[src/hw/opmode_consts.vh]
// Constants for the operating mode and system control register block
`ifndef OPMODE_CONSTS_VH
`define OPMODE_CONSTS_VH
`define ADDR_MODE_PIN_STATUS 16'hfff1
`define ADDR_SYSTEM_CONTROL  16'hfff2
`define ADDR_BUS_STATUS      16'hfff8
`define SYSCTL_RESET         8'h0b
`define SYSCTL_WMASK         8'hfd
`define SYSCTL_FIXED_ONES    8'h02
`define MDS_FIXED_ONES       8'hc0
`define BIT_STANDBY          7
`define BIT_UE               3
`define BIT_NMI_EDGE_SELECT            2
`define BIT_ONCHIP_RAM_ENABLE             0
`define MODE_CODE_1          3'h1
`define MODE_CODE_2          3'h2
`define MODE_CODE_3          3'h3
`define MODE_CODE_4          3'h4
`define WAIT_8K              18'h02000
`define WAIT_16K             18'h04000
`define WAIT_32K             18'h08000
`define WAIT_64K             18'h10000
`define WAIT_128K            18'h20000
`define SETTLE_MIN_MS        8
`endif

[src/hw/settle_timer.v]
// Oscillator settling wait counter used after leaving software standby
`timescale 1ns/10ps
`include "opmode_consts.vh"
module settle_timer (
   // Clock and reset
   input  wire        core_clk,
   input  wire        resetn,
   // Control
   input  wire        start,
   input  wire [2:0]  sel,
   // Status
   output reg         busy_r,
   output reg         illegal_r
);
   reg [17:0] cnt_r;
   reg [17:0] load_val;

   // Settling length per select code
   always @* begin
      case (sel)
         3'h0:    load_val = `WAIT_8K;
         3'h1:    load_val = `WAIT_16K;
         3'h2:    load_val = `WAIT_32K;
         3'h3:    load_val = `WAIT_64K;
         3'h4:    load_val = `WAIT_128K;
         3'h5:    load_val = `WAIT_128K;
         default: load_val = `WAIT_128K;
      endcase
   end

   always @(posedge core_clk) begin
      if (!resetn) begin
         cnt_r     <= 18'h00000;
         busy_r    <= 1'b0;
         illegal_r <= 1'b0;
      end else if (start && !busy_r) begin
         cnt_r     <= load_val - 18'h00001;
         busy_r    <= 1'b1;
         illegal_r <= sel[2] & sel[1];
      end else if (busy_r) begin
         if (cnt_r == 18'h00000) begin
            busy_r <= 1'b0;
         end else begin
            cnt_r <= cnt_r - 18'h00001;
         end
      end
   end
endmodule // settle_timer

[src/hw/opmode_sysctl.v]
// Operating mode decode and system control registers on a Wishbone slave
// Summary of operation
// - Mode pins 001/010 give 1 Mbyte, 011/100 give 16 Mbyte; odd modes start 8-bit.
// - Data bus is 8 bits if all areas 8-bit, else 16 bits.
// - RAM enabled in all modes; with enable clear RAM accesses go external.
// - Read-only mode pin status register at fff1, value from pins.
// - Mode status bits 7,6 read 1, bits 5 to 3 read 0.
// - Mode status bits 2 to 0 show pin levels sampled at read.
// - System control register at fff2, resets to 0b.
// - Bit 7 chooses sleep (0) or software standby (1) on sleep.
// - Standby bit stays set after interrupt exit; only a write or reset clears it.
// - Bits 6 to 4 select settle wait 8192 to 131072 states; 11x illegal.
// - After interrupt exit from standby, hold CPU for selected wait.
// - Bit 3 clear makes user bit an interrupt mask; reset value 1.
// - Bit 2 selects NMI edge: 0 falling, 1 rising; reset 0.
// - Bit 1 reserved, reads 1, ignores writes.
// - RAM enable bit 0 reset to 1, kept through software standby.
// - Exception entry sets mask only if user bit enable is 1, else both.
// - 8-bit start modes switch to 16-bit once any area is 16-bit.
`timescale 1ns/10ps
`include "opmode_consts.vh"
module opmode_sysctl (
   // Clock and reset
   input  wire        core_clk,
   input  wire        resetn,
   // Wishbone slave
   input  wire        wb_cyc_i,
   input  wire        wb_stb_i,
   input  wire        wb_we_i,
   input  wire [15:0] wb_adr_i,
   input  wire [3:0]  wb_sel_i,
   input  wire [31:0] wb_dat_i,
   output reg  [31:0] wb_dat_o,
   output reg         wb_ack_o,
   // Mode pins
   input  wire        mode_pin_2,
   input  wire        mode_pin_1,
   input  wire        mode_pin_0,
   // Bus controller area widths, one bit per area, 1 = 16-bit
   input  wire [7:0]  area_width_config,
   // CPU power and exception events
   input  wire        sleep_exec,
   input  wire        ext_irq_wake,
   input  wire        exc_entry,
   input  wire        nmi_in,
   input  wire        ram_addr_hit,
   // Mode and configuration outputs
   output reg  [2:0]  mode_num_r,
   output reg         space_16m_r,
   output reg         init_bus16_r,
   output reg         bus16_r,
   output reg         mode_invalid_r,
   output reg         onchip_ram_sel_r,
   output reg         ext_ram_route_r,
   // Power state outputs
   output reg         sleep_mode_r,
   output reg         sw_standby_r,
   output reg         cpu_hold_r,
   output reg         settle_illegal_r,
   // Exception and interrupt outputs
   output reg         set_int_mask_r,
   output reg         set_user_bit_r,
   output reg         nmi_req_r
);
   localparam ST_RUN    = 2'h0;
   localparam ST_SLEEP  = 2'h1;
   localparam ST_STBY   = 2'h2;
   localparam ST_SETTLE = 2'h3;

   reg  [7:0] sysctl_r;
   reg  [1:0] pst_r;
   reg        reset_seen_r;
   reg        nmi_d_r;
   reg        tmr_start_r;
   wire [2:0] mode_pins;
   wire       tmr_busy;
   wire       tmr_illegal;
   wire       wb_req;
   wire       wr_ctl;
   wire       any16;
   wire       nmi_edge;
   reg  [7:0] rd_byte;

   assign mode_pins = {mode_pin_2, mode_pin_1, mode_pin_0};
   assign wb_req    = wb_cyc_i & wb_stb_i & ~wb_ack_o;
   assign wr_ctl    = wb_req & wb_we_i & wb_sel_i[0] & (wb_adr_i == `ADDR_SYSTEM_CONTROL);
   assign any16     = |area_width_config;
   assign nmi_edge  = sysctl_r[`BIT_NMI_EDGE_SELECT] ? (nmi_in & ~nmi_d_r) : (~nmi_in & nmi_d_r);

   // Read data mux
   always @* begin
      case (wb_adr_i)
         `ADDR_MODE_PIN_STATUS: rd_byte = `MDS_FIXED_ONES | {5'h00, mode_pins};
         `ADDR_SYSTEM_CONTROL:  rd_byte = sysctl_r | `SYSCTL_FIXED_ONES;
         `ADDR_BUS_STATUS:      rd_byte = {5'h00, bus16_r, space_16m_r, sw_standby_r};
         default:               rd_byte = 8'h00;
      endcase
   end

   // Wishbone slave, one wait state, unmapped reads return zero
   always @(posedge core_clk) begin
      if (!resetn) begin
         wb_ack_o <= 1'b0;
         wb_dat_o <= 32'h00000000;
      end else begin
         wb_ack_o <= wb_req;
         if (wb_req && !wb_we_i) begin
            wb_dat_o <= {24'h000000, rd_byte};
         end
      end
   end

   // System control register
   always @(posedge core_clk) begin
      if (!resetn) begin
         sysctl_r <= `SYSCTL_RESET;
      end else if (wr_ctl) begin
         sysctl_r <= (wb_dat_i[7:0] & `SYSCTL_WMASK) | `SYSCTL_FIXED_ONES;
      end
   end

   // Mode decode latched once after reset release
   always @(posedge core_clk) begin
      if (!resetn) begin
         reset_seen_r   <= 1'b0;
         mode_num_r     <= 3'h0;
         space_16m_r    <= 1'b0;
         init_bus16_r   <= 1'b0;
         mode_invalid_r <= 1'b0;
      end else if (!reset_seen_r) begin
         reset_seen_r <= 1'b1;
         case (mode_pins)
            `MODE_CODE_1: begin
               mode_num_r <= 3'h1; space_16m_r <= 1'b0; init_bus16_r <= 1'b0;
            end
            `MODE_CODE_2: begin
               mode_num_r <= 3'h2; space_16m_r <= 1'b0; init_bus16_r <= 1'b1;
            end
            `MODE_CODE_3: begin
               mode_num_r <= 3'h3; space_16m_r <= 1'b1; init_bus16_r <= 1'b0;
            end
            `MODE_CODE_4: begin
               mode_num_r <= 3'h4; space_16m_r <= 1'b1; init_bus16_r <= 1'b1;
            end
            default: begin
               mode_invalid_r <= 1'b1;
            end
         endcase
      end
   end

   // Bus width and RAM routing
   always @(posedge core_clk) begin
      if (!resetn) begin
         bus16_r          <= 1'b0;
         onchip_ram_sel_r <= 1'b0;
         ext_ram_route_r  <= 1'b0;
      end else begin
         bus16_r          <= reset_seen_r ? any16 : init_bus16_r;
         onchip_ram_sel_r <= ram_addr_hit & sysctl_r[`BIT_ONCHIP_RAM_ENABLE];
         ext_ram_route_r  <= ram_addr_hit & ~sysctl_r[`BIT_ONCHIP_RAM_ENABLE];
      end
   end

   // Power state sequence
   always @(posedge core_clk) begin
      if (!resetn) begin
         pst_r        <= ST_RUN;
         sleep_mode_r <= 1'b0;
         sw_standby_r <= 1'b0;
         cpu_hold_r   <= 1'b0;
         tmr_start_r  <= 1'b0;
      end else begin
         tmr_start_r <= 1'b0;
         case (pst_r)
            ST_RUN: begin
               if (sleep_exec) begin
                  if (sysctl_r[`BIT_STANDBY]) begin
                     pst_r <= ST_STBY;
                     sw_standby_r <= 1'b1;
                     cpu_hold_r <= 1'b1;
                  end else begin
                     pst_r <= ST_SLEEP;
                     sleep_mode_r <= 1'b1;
                  end
               end
            end
            ST_SLEEP: begin
               if (ext_irq_wake) begin
                  pst_r <= ST_RUN;
                  sleep_mode_r <= 1'b0;
               end
            end
            ST_STBY: begin
               if (ext_irq_wake) begin
                  pst_r <= ST_SETTLE;
                  sw_standby_r <= 1'b0;
                  tmr_start_r <= 1'b1;
               end
            end
            ST_SETTLE: begin
               if (!tmr_start_r && !tmr_busy) begin
                  pst_r <= ST_RUN;
                  cpu_hold_r <= 1'b0;
               end
            end
            default: begin
               pst_r <= ST_RUN;
            end
         endcase
      end
   end

   // Exception entry and NMI edge detection
   always @(posedge core_clk) begin
      if (!resetn) begin
         set_int_mask_r   <= 1'b0;
         set_user_bit_r   <= 1'b0;
         nmi_req_r        <= 1'b0;
         nmi_d_r          <= 1'b0;
         settle_illegal_r <= 1'b0;
      end else begin
         set_int_mask_r   <= exc_entry;
         set_user_bit_r   <= exc_entry & ~sysctl_r[`BIT_UE];
         nmi_d_r          <= nmi_in;
         nmi_req_r        <= nmi_edge;
         settle_illegal_r <= tmr_illegal;
      end
   end

   settle_timer u_settle (
      .core_clk  (core_clk),
      .resetn    (resetn),
      .start     (tmr_start_r),
      .sel       (sysctl_r[6:4]),
      .busy_r    (tmr_busy),
      .illegal_r (tmr_illegal)
   );
endmodule // opmode_sysctl

[config.mk]
export PLATFORM = sky130hd
export DESIGN_NAME = opmode_sysctl
export DESIGN_NICKNAME = d
export VERILOG_FILES = /design/src/hw/settle_timer.v /design/src/hw/opmode_sysctl.v
export VERILOG_INCLUDE_DIRS = /design/src /design/src/hw
export SDC_FILE = /design/constraint.sdc
export NUM_CORES = 1
export LEC_CHECK = 0
export ABC_AREA = 1
export BUFFER_PORTS_ARGS = -buffer_cell sky130_fd_sc_hd__buf_2
export CAP_MARGIN = 0
export CORE_MARGIN = 2
export CORE_UTILIZATION = 50
export DETAILED_ROUTE_END_ITERATION = 10
export PLACE_DENSITY = 0.82
export REMOVE_ABC_BUFFERS = 1
export SYNTH_ARGS = -nofsm -noshare
export SYNTH_HDL_FRONTEND = slang
export SYNTH_SLANG_ARGS = --single-unit
[constraint.sdc]
create_clock -name core_clk -period 2.2 [get_ports core_clk]
set_input_delay 0 -clock core_clk [delete_from_list [all_inputs] [get_ports core_clk]]
set_output_delay 0 -clock core_clk [all_outputs]
set_load 0.05 [all_outputs]
==> results by group, run 1 <==
Die
  – Floorplan die area: 0.00686 sq mm
  – Floorplan die height: 82.9 um
  – Starting Density: 52.2%
  – Top-Level Pins: 122
  – Width of the die: 82.9 um
  – Core Box Area: 0.00596 sq mm
  – Total number of placement rows: 28

Worst hold path
  – Hold path depth: 4
  – Path class of the lowest-slack min-delay path: primary input to flip-flop
  – Launch point of the worst hold path: mode_pin_0
  – End point of the worst hold path: init_bus16_r

Critical path
  – Register-to-Register Setup Slack: 0.52 ns
  – Worst path top cell family by delay: buffers and inverters
  – Ordered list of cells on the worst path: dlygate4sd3_1, buf_2, nor4_1, dlygate4sd3_1, a31oi_1, dlygate4sd3_1
  – Worst setup path category: primary input to flip-flop
  – Element type at the critical path start: primary input
  – Worst-path cell with the longest stage delay: dlygate4sd3_1
  – CP most frequent cell: dlygate4sd3_1
  – Buf+Inv Stages, Crit Path: 4
  – Arrival time reported for the critical path endpoint: 2.00 ns
  – Worst path required time: 2.43 ns
  – Largest fanout on the critical path: 1
  – Reg2reg path depth: 10
  – RR Endpoint: u_settle.cnt_r[17]
  – Reg-to-Reg Start: tmr_start_r
  – Endpoint class of the critical path: flip-flop
  – Delay contributed by the slowest stage of the critical path: 0.58 ns

STA
  – Final period utilization: 80.8%
  – Unrepaired setup endpoints after global routing: no
  – Accumulated negative setup slack: 0 ns
  – Post-Route Skew: 0.00401 ns
  – Final min period: 1.78 ns
  – Final Slew Violations: 0
  – Number of endpoints failing setup at the final stage: 0
  – Final worst-path setup slack: 0.423 ns
  – Achievable clock frequency: 563 MHz
  – Final count of hold timing violations: 0

Logic synthesis
  – Number of cells produced by synthesis: 459
  – Portion of the post-synthesis area used by sequential elements: 36.7%
  – Synthesis warning total: 0
  – Post-Synthesis Cell Area: 0.00311 sq mm
  – Synthesis-stage register bit count: 57
  – Count of unique library cells instantiated by Yosys: 37
  – Synthesized area per cell: 6.77 sq um

CTS
  – Number of setup buffers added after CTS: 0
  – Count of clock tree sinks: 57
  – Clock edge transition at the registers on the reported setup and hold paths: 0.06 ns
  – Max H-tree Level: 3
  – Clock tree root buffer cell: clkbuf_8
  – Number of buffers created by CTS: 9
  – CTS tree: yes
  – Clock insertion delay at the later pin of the skew report: 0.34 ns
  – Max Root-Sink Buffers: 2

Flow run
  – Max Cap Violations: 0

Route
  – Post-DRT Antenna Nets: 0
  – Drt wl/cell: 11.8 um
  – DRC Markers: 0
  – Initial DRT Pass Iterations: 6
  – Vias per Instance: 5.14
  – Count of vias placed by the detailed router: 3236
  – Initial DRC count: 189
  – DRT Wirelength: 7460 um

Final layout
  – Share of final-layout standard cells stronger than drive strength 1: 21.3%
  – Synthesis-to-finish area growth: 23.7%
  – Post-layout nets: 625
  – Post-Layout Inst Area: 0.00385 sq mm
  – Diodes inserted: 0

Run status
  – Run status: complete, no violations

Pwr
  – Power per Cell Area: 863 mW/mm^2
  – Leakage dissipation: 1.91 nW
  – Maximum resistive drop on vdd: 0.000529 V

Placement
  – Worst slack at placement: 0.548 ns
  – Area after DPL: 0.00343 sq mm
  – Port buffer count: 69
  – HPWL after detailed placement: 5030 um
  – Routability Congestion: 0.904

GRT
  – Largest net degree at the start of global routing: 37
  – Vias in the first global route: 3007
  – Overall track demand over capacity in global routing: 22.3%
  – Global route overflow: 0
  – First-pass GRT wire length: 12600 um
  – Number of antenna violations at the first check in global routing: 0
-- flip-flops by register name, indices dropped and copies added (netlist names) --
register	cells
onchip_ram_sel_r	1
init_bus16_r	1
sleep_mode_r	1
bus16_r	1
settle_illegal_r	1
set_int_mask_r	1
space_16m_r	1
mode_num_r	3
reset_seen_r	1
u_settle.cnt_r	18
pst_r	2
mode_invalid_r	1
wb_dat_o	8
sw_standby_r	1
nmi_d_r	1
wb_ack_o	1
nmi_req_r	1
set_user_bit_r	1
u_settle.busy_r	1
tmr_start_r	1
sysctl_r	7
ext_ram_route_r	1
u_settle.illegal_r	1
cpu_hold_r	1
-- report_power, final --
group / total [mW] / switching [mW] / leakage [nW] / internal (mW)
clock network: 1.12 / 0.398 / 0.116 / 0.725
registers: 1.16 / 0.0599 / 0.463 / 1.10
logic: 1.04 / 0.679 / 1.33 / 0.357
-- Yosys cell counts (all sizes together) --
| master | n | area, sq um |
|---|---|---|
| buf | 30 | 225 |
| inv | 57 | 214 |
| nor2 | 64 | 280 |
| ha | 1 | 12.5 |
| nand2 | 114 | 463 |
| a31oi | 2 | 12.5 |
| conb | 1 | 3.75 |
| nand4 | 13 | 81.3 |
| o211ai | 2 | 15.0 |
| dfxtp | 57 | 1140 |
| nor4 | 2 | 12.5 |
| clkbuf | 5 | 18.8 |
| clkinv | 1 | 3.75 |
| a211oi | 1 | 7.51 |
| o21a | 1 | 7.51 |
| xor2 | 3 | 26.3 |
| a21oi | 35 | 190 |
| o22ai | 1 | 6.26 |
| o21ai | 25 | 151 |
| nand3 | 31 | 165 |
| or2 | 1 | 6.26 |
| nand3b | 1 | 7.51 |
| nor3 | 10 | 50.1 |
| o31ai | 1 | 7.51 |
-- layout by cell type (no fill, tap or decap), types with 16 or more instances in the layout --
master         netlist  routed
conb_1               1      24
dfxtp_1             57      57
o21ai_0             16      16
inv_1               52      52
nand2_1            106     106
nor2_1              56      56
nand3_1             29      29
buf_2                3      69
a21oi_1             33      33
dlygate4sd3_1        0      19
-- final cells by class --
type                            count  area, sq um
Multi-Input combinational cell    332         1590
Inverter                           58          218
Clock inverter                      2         60.1
Clock buffer                       13          169
Timing Repair Buffer               93          573
Sequential cell                    57         1140
Tap cell                           75         93.8
Fill cell                         517         2110
-- how the worst max path moves through the flow --
stage	startpoint	to	slack (ns)	depth (start not counted)
global placement	tmr_start_r	u_settle.cnt_r[15]	0.57	10
finish	area_width_config[6]	bus16_r	0.42	6
detailed placement	tmr_start_r	u_settle.cnt_r[15]	0.55	10
global route	area_width_config[6]	bus16_r	0.29	6
CTS	area_width_config[6]	bus16_r	0.40	6
floorplan	tmr_start_r	u_settle.cnt_r[12]	0.62	10
-- cells by family after synthesis --
group                    count (synthesis)  share of synthesized area [%]
buffers and inverters                   93                           14.8
XOR/XNOR                                 3                          0.845
adder cells (fa/ha/maj)                  1                          0.402
AND/OR/NAND/NOR                        236                           34.3
AO/OA/AOI/OAI                           68                           12.8
other                                    1                          0.121
flip-flops                              57                           36.7
-- what timing repair did --
action | 4_1_cts | 5_1_grt
hold buffers | 19 | 0
setup endpoints to repair | 0 | 0
gates resized for setup | 0 | 0
endpoints found under the hold margin | 21 | 0
-- per-layer routing --
layer / GRT usage, % / wire length [um] / up-vias
li1: - / - / 1610
met1: 25.1 / 3170 / 1447
met2: 37.3 / 3500 / 153
met3: 8.15 / 580 / 26
met4: 10.7 / 216 / 0
met5: 0 / 0 / -
-- tightest hold or removal path, stage by stage --
cell and delay, ns:
buf_2 0.12, o211ai_1 0.11, nand2_1 0.06, inv_1 0.03
-- metrics by stage --
step           instances  utilization [%]  total power, mW  hold WS [ns]
2_1_floorplan        447                -             1.98        0.0277
6_report             630             64.6             3.32        0.0447
5_1_grt              630             64.6             3.54        0.0373
3_3_place_gp         596             57.6             2.16         0.201
4_1_cts              630             64.6             3.33        0.0109
3_5_place_dp         596             57.6             2.18         0.207
Note: power is estimated with default switching activity, not from simulation.
==> run 2, diff against run 1 <==
--- a/config.mk
+++ b/config.mk
@@ -10,9 +10,9 @@
 export BUFFER_PORTS_ARGS = -buffer_cell sky130_fd_sc_hd__buf_2
 export CAP_MARGIN = 0
 export CORE_MARGIN = 2
-export CORE_UTILIZATION = 50
+export CORE_UTILIZATION = 44
 export DETAILED_ROUTE_END_ITERATION = 10
-export PLACE_DENSITY = 0.82
+export PLACE_DENSITY = 0.76
 export REMOVE_ABC_BUFFERS = 1
 export SYNTH_ARGS = -nofsm -noshare
 export SYNTH_HDL_FRONTEND = slang
==> constraint.sdc (replaced) <==
create_clock -name core_clk -period 1.6 [get_ports core_clk]
set_input_delay 0 -clock core_clk [delete_from_list [all_inputs] [get_ports core_clk]]
set_output_delay 0 -clock core_clk [all_outputs]
set_load 0.05 [all_outputs]
==> results by group, run 2 (synthesis gave the netlist of run 1 again) <==
Run status
  – Run status: complete, no violations

GRT
  – First-pass GRT wire length: 12600 um (-0.38%)
  – Global route overflow: 0 (unchanged)
  – Overall track demand over capacity in global routing: 20.6% (-1.7 points)
  – Vias in the first global route: 2945 (-2.1%)
  – Largest net degree at the start of global routing: 37 (unchanged)
  – Number of antenna violations at the first check in global routing: 0 (unchanged)

STA
  – Number of endpoints failing setup at the final stage: 0 (unchanged)
  – Final min period: 1.51 ns
  – Final period utilization: 94.6%
  – Accumulated negative setup slack: 0 ns (unchanged)
  – Final Slew Violations: 0 (unchanged)
  – Final count of hold timing violations: 0 (unchanged)
  – Post-Route Skew: 0.00892 ns (+0.00491 ns)
  – Achievable clock frequency: 661 MHz
  – Unrepaired setup endpoints after global routing: yes

Critical path
  – CP most frequent cell: nand2_1
  – Arrival time reported for the critical path endpoint: 1.74 ns (-0.26 ns)
  – Worst setup path category: flip-flop to flip-flop
  – Worst path required time: 1.82 ns (-0.61 ns)
  – Worst-path cell with the longest stage delay: dfxtp_2
  – Element type at the critical path start: flip-flop
  – Ordered list of cells on the worst path: inv_4, nand2_8, nand2_2, buf_4, nand2_1, inv_2, nand2_2, nor2_4, nand2_1, nand2_1, o21ai_1, inv_1
  – Largest fanout on the critical path: 8 (+7)
  – Delay contributed by the slowest stage of the critical path: 0.35 ns (-0.23 ns)
  – Endpoint class of the critical path: flip-flop

Placement
  – Port buffer count: 69 (unchanged)
  – HPWL after detailed placement: 5520 um (+9.9%)
  – Routability Congestion: 0.900 (-0.50%)

CTS
  – Count of clock tree sinks: 57 (unchanged)
  – Clock insertion delay at the later pin of the skew report: 0.34 ns (about the same)
  – Max Root-Sink Buffers: 2 (unchanged)
  – Number of buffers created by CTS: 9 (unchanged)
  – Clock edge transition at the registers on the reported setup and hold paths: 0.07 ns (about the same)
  – CTS tree: yes
  – Max H-tree Level: 3 (unchanged)
  – Clock tree root buffer cell: clkbuf_8

Die
  – Starting Density: 45.5% (-6.7 points)
  – Floorplan die area: 0.00775 sq mm (+13%)
  – Top-Level Pins: 122 (unchanged)
  – Floorplan die height: 88.1 um (+6.3%)
  – Width of the die: 88.1 um (+6.3%)
  – Total number of placement rows: 30 (+7.1%)
  – Core Box Area: 0.00683 sq mm (+15%)

Route
  – Post-DRT Antenna Nets: 0 (unchanged)
  – Vias per Instance: 4.95 (-3.6%)
  – Count of vias placed by the detailed router: 3313 (+2.4%)
  – Topmost layer with routed signal wires: met4
  – DRT Wirelength: 8320 um (+12%)
  – Initial DRC count: 196 (+3.7%)
  – DRT met1 WL: 3380 um (+6.7%)
  – Metal3 WL: 453 um (-22%)
  – DRC Markers: 0 (unchanged)
  – Initial DRT Pass Iterations: 5 (-1)
  – Drt wl/cell: 12.4 um (+5.0%)
  – Sum of met2 wire segment lengths after detailed routing: 4300 um (+23%)

Pwr
  – Power per Cell Area: 1090 mW/mm^2 (+26%)
  – Sw frac: 38.5% (+4.3 points)
  – Switch Pwr: 1.70 mW (+50%)
  – Sequential power share: 36.3% (+1.3 points)
  – Leakage dissipation: 1.98 nW (+4.1%)
  – Maximum resistive drop on vdd: 0.000577 V (+9.1%)
  – Design internal power: 2.72 mW (+24%)
  – Clock network fraction of total power: 26.8% (-7.0 points)
  – Combinational power share: 36.9% (+5.7 points)
  – Tot Pwr: 4.42 mW (+33%)

Final layout
  – Commonest non-fill, non-tap cell in the layout: nand2_1
  – Diodes inserted: 0 (unchanged)
  – Registers with the highest flip-flop counts: u_settle.cnt_r: 18 flops, wb_dat_o: 8 flops, sysctl_r: 7 flops
  – Leading cell types in the layout, fill and taps excluded: 104 x nand2_1, 69 x buf_2, 54 x nor2_1
  – Share of final-layout standard cells stronger than drive strength 1: 25.1% (+3.9 points)
  – Number of flip-flops under the largest register name: 18 (unchanged)
  – Synthesis-to-finish area growth: 30.4%
  – Post-layout nets: 642 (+2.7%)
  – Register with the most flip-flops: u_settle.cnt_r

Worst hold path
  – Path class of the lowest-slack min-delay path: primary input to flip-flop

Flow run
  – Max Cap Violations: 0 (unchanged)
==> run 2: through the flow <==
| stage | std cells | hold WS, ns | setup slack [ns] | instance area, sq um | util (%) |
|---|---|---|---|---|---|
| after floorplan | 447 | 0.0277 | 0.0191 | 2950 | - |
| after global placement | 620 | 0.204 | 0.0980 | 3480 | 50.9 |
| after detailed placement | 620 | 0.212 | 0.0762 | 3480 | 50.9 |
| after CTS | 659 | 0.0265 | 0.0648 | 3880 | 56.8 |
| after global routing | 669 | 0.0451 | -0.0419 | 4060 | 59.4 |
| final | 669 | 0.0418 | 0.0865 | 4060 | 59.4 |
==> run 2: power by group through the flow <==
| stage | clock network [mW] | registers (mW) | logic [mW] |
|---|---|---|---|
| floorplan | 0 | 1.68 | 1.04 |
| global placement | 0 | 1.62 | 1.36 |
| detailed placement | 0 | 1.63 | 1.40 |
| CTS | 1.21 | 1.59 | 1.45 |
| global route | 1.28 | 1.62 | 1.80 |
| finish | 1.18 | 1.60 | 1.63 |
==> run 2: worst max-delay path: cells and delay by family (launching register included) <==
kind,cells,cell delay (ns)
buf+inv,4,0.32
flops,1,0.35
simple gates,7,0.60
compound gates,1,0.13
==> run 2: timing repair <==
| item | 4_1_cts | 5_1_grt |
|---|---|---|
| setup buffers | 0 | 8 |
| endpoints found under the hold margin | 23 | 0 |
| gates resized for setup | 0 | 23 |
| setup endpoints to repair | 0 | 9 |
| hold buffers | 23 | 0 |
==> run 2: final timing paths <==
path	to	from	slack [ns]	cells after the start
setup / recovery	u_settle.cnt_r[13]	u_settle.busy_r	0.09	12
hold / removal	mode_num_r[2]	mode_pin_2	0.04	3
setup reg to reg	u_settle.cnt_r[13]	u_settle.busy_r	0.09	12
hold reg to reg	settle_illegal_r	u_settle.illegal_r	0.44	2
==> run 2: layout make-up <==
type | count | area (sq um)
fill | 620 | 2780
clock buffer | 11 | 141
multi-input combinational | 333 | 1650
tap | 96 | 120
timing repair buffer | 109 | 737
clock inverter | 5 | 31.3
inverter | 58 | 226
sequential | 57 | 1150
==> run 2: per-layer routing <==
metal	up-vias	GRT usage (%)
met3	21	4.52
met2	115	34.9
met1	1532	24.2
met4	0	11.4
li1	1645	-
met5	-	0
==> run 3, diff against run 2 <==
--- a/config.mk
+++ b/config.mk
@@ -10,9 +10,10 @@
 export BUFFER_PORTS_ARGS = -buffer_cell sky130_fd_sc_hd__buf_2
 export CAP_MARGIN = 0
 export CORE_MARGIN = 2
-export CORE_UTILIZATION = 44
+export CORE_UTILIZATION = 46
+export CTS_BUF_LIST = sky130_fd_sc_hd__clkbuf_8
 export DETAILED_ROUTE_END_ITERATION = 10
-export PLACE_DENSITY = 0.76
+export PLACE_DENSITY = 0.79
 export REMOVE_ABC_BUFFERS = 1
 export SYNTH_ARGS = -nofsm -noshare
 export SYNTH_HDL_FRONTEND = slang
==> results by group, run 3 (synthesis gave the netlist of run 1 again) <==
Die
  – Floorplan die height: 86.2 um (-2.1%)
  – Width of the die: 86.2 um (-2.1%)
  – Core Box Area: 0.00646 sq mm (-5.5%)
  – Total number of placement rows: 29 (-3.3%)
  – Floorplan die area: 0.00743 sq mm (-4.1%)
  – Starting Density: 48.1% (+2.6 points)
  – Top-Level Pins: 122 (unchanged)

Final layout
  – Number of flip-flops under the largest register name: 18 (unchanged)
  – Post-layout nets: 637 (-0.78%)
  – Share of final-layout standard cells stronger than drive strength 1: 24.1% (-1.0 points)
  – Synthesis-to-finish area growth: 29.0%
  – Commonest non-fill, non-tap cell in the layout: nand2_1
  – Diodes inserted: 0 (unchanged)
  – Leading cell types in the layout, fill and taps excluded: 104 x nand2_1, 69 x buf_2, 55 x dfxtp_1
  – Register with the most flip-flops: u_settle.cnt_r
  – Finished Layout Cells: 645 (-3.6%)
  – Filler cells: 552 (-11%)
  – Registers with the highest flip-flop counts: u_settle.cnt_r: 18 flops, wb_dat_o: 8 flops, sysctl_r: 7 flops
  – Post-Layout Inst Area: 0.00401 sq mm (-1.1%)

Pwr
  – Switch Pwr: 1.71 mW (+0.78%)
  – Leakage dissipation: 1.95 nW (-1.8%)
  – Tot Pwr: 4.65 mW (+5.3%)
  – Power per Cell Area: 1160 mW/mm^2 (+6.5%)
  – Sw frac: 36.9% (-1.7 points)
  – Design internal power: 2.94 mW (+8.2%)
  – Sequential power share: 34.4% (-1.9 points)
  – Clock network fraction of total power: 32.9% (+6.1 points)
  – Combinational power share: 32.7% (-4.2 points)
  – Maximum resistive drop on vdd: 0.000756 V (+31%)

GRT
  – Global route overflow: 0 (unchanged)
  – Number of antenna violations at the first check in global routing: 0 (unchanged)
  – Met1 track utilization from global routing: 27.0% (+2.8 points)
  – Met2 Track Usage GR: 40.2% (+5.3 points)
  – Busiest layer in global routing: met2
  – Overall track demand over capacity in global routing: 22.8% (+2.2 points)
  – First-pass GRT wire length: 13500 um (+7.6%)
  – Met3 track utilization from global routing: 3.24% (-1.3 points)
  – Largest net degree at the start of global routing: 29 (-22%)
  – Vias in the first global route: 3047 (+3.5%)

CTS
  – Clock tree root buffer cell: clkbuf_8
  – Clock insertion delay at the later pin of the skew report: 0.35 ns (about the same)
  – CTS tree: yes
  – Clock edge transition at the registers on the reported setup and hold paths: 0.07 ns (about the same)
  – Count of clock tree sinks: 57 (unchanged)
  – Max Root-Sink Buffers: 2 (unchanged)
  – Max H-tree Level: 3 (unchanged)
  – Number of buffers created by CTS: 9 (unchanged)

Critical path
  – Worst-path cell with the longest stage delay: dfxtp_2
  – Ordered list of cells on the worst path: inv_4, nand2_8, nand2_2, buf_4, nand2_1, nor2_1, nand3_1, nand2_1, nand3_1, nand2_1, inv_1
  – Element type at the critical path start: flip-flop
  – Delay contributed by the slowest stage of the critical path: 0.34 ns (about the same)
  – Endpoint class of the critical path: flip-flop
  – Arrival time reported for the critical path endpoint: 1.74 ns (about the same)
  – CP most frequent cell: nand2_1
  – Worst path required time: 1.84 ns (+0.02 ns)
  – Worst setup path category: flip-flop to flip-flop
  – Largest fanout on the critical path: 8 (unchanged)

STA
  – Final period utilization: 93.9% (-0.66 points)
  – Accumulated negative setup slack: 0 ns (unchanged)
  – Final min period: 1.50 ns (-0.0105 ns)
  – Final count of hold timing violations: 0 (unchanged)
  – Achievable clock frequency: 665 MHz (+0.70%)
  – Post-Route Skew: 0.0143 ns (+0.00535 ns)
  – Number of endpoints failing setup at the final stage: 0 (unchanged)
  – Final hold slack: 0.0170 ns (-0.0247 ns)
  – Unrepaired setup endpoints after global routing: no
  – Final Slew Violations: 0 (unchanged)

Placement
  – Routability Congestion: 0.930 (+3.4%)
  – Port buffer count: 69 (unchanged)
  – Instance count after placement with tap cells included: 601 (-3.1%)
  – Area after DPL: 0.00347 sq mm (-0.32%)
  – HPWL after detailed placement: 5500 um (-0.32%)

Route
  – Count of vias placed by the detailed router: 3249 (-1.9%)
  – Vias per Instance: 5.04 (+1.7%)
  – Drt wl/cell: 13.0 um (+4.8%)
  – Post-DRT Antenna Nets: 0 (unchanged)
  – DRC Markers: 0 (unchanged)
  – Initial DRT Pass Iterations: 5 (unchanged)
  – Initial DRC count: 231 (+18%)
  – DRT Wirelength: 8400 um (+1.0%)

Run status
  – Run status: complete, no violations

Flow run
  – Max Cap Violations: 0 (unchanged)

Worst hold path
  – Path class of the lowest-slack min-delay path: primary input to flip-flop
==> run 3: cell types whose count changed in the layout (fill, tap and decap cells not counted), sizes merged <==
cell / previous run / this run
bufinv: 0 / 2
clkinv: 5 / 2
clkbuf: 12 / 9
inv: 56 / 58
clkinvlp: 2 / 4
dlygate4sd3: 23 / 22
buf: 85 / 81
==> run 3: final cells by class <==
class | instances | area [sq um] | area share [%]
Multi-Input combinational cell | 333 | 1630 | 40.6
Sequential cell | 57 | 1150 | 28.6
Timing Repair Buffer | 103 | 679 | 16.9
Inverter | 58 | 226 | 5.65
Clock buffer | 9 | 124 | 3.09
Clock inverter | 7 | 101 | 2.53
Tap cell | 77 | 96.3 | 2.40
Timing Repair inverter | 1 | 7.51 | 0.187
==> run 3: final timing paths <==
| check | from | to | slack (ns) | cells after the start |
|---|---|---|---|---|
| max reg2reg | u_settle.busy_r | u_settle.cnt_r[15] | 0.1 | 11 |
| min | mode_pin_0 | init_bus16_r | 0.02 | 4 |
| min reg2reg | u_settle.illegal_r | settle_illegal_r | 0.45 | 2 |
| max | u_settle.busy_r | u_settle.cnt_r[15] | 0.1 | 11 |
==> run 3: layer usage <==
layer | wire length (um) | vias to the layer above
met3 | 350 | 23
li1 | - | 1640
met2 | 4370 | 104
met4 | 237 | 0
met1 | 3450 | 1482
met5 | 0 | -
==> run 3: repair_timing <==
action | CTS | global route
endpoints found under the hold margin | 21 | 0
setup buffers | 0 | 4
endpoints found under the setup margin | 0 | 13
hold buffers | 22 | 0
resized for setup | 0 | 18
==> run 3: metrics by stage <==
stage	util [%]	setup slack (ns)
floorplan	-	0.0191
global placement	53.7	0.0675
detailed placement	53.7	0.0282
CTS	60.6	0.00582
global route	62.1	0.00220
finish	62.1	0.0970
==> run 3: critical path: cells and delay by family, from the launching register on <==
kind / cells / cell delay, ns
AND/OR/NAND/NOR: 8 / 0.80
flip-flops: 1 / 0.34
buffers and inverters: 3 / 0.26
==> run 3: power groups by stage <==
| stage | registers [mW] | logic, mW | clock network [mW] |
|---|---|---|---|
| finish | 1.60 | 1.52 | 1.53 |
| detailed placement | 1.63 | 1.39 | 0 |
| floorplan | 1.68 | 1.04 | 0 |
| global placement | 1.62 | 1.36 | 0 |
| CTS | 1.60 | 1.44 | 1.56 |
| global route | 1.61 | 1.70 | 1.63 |
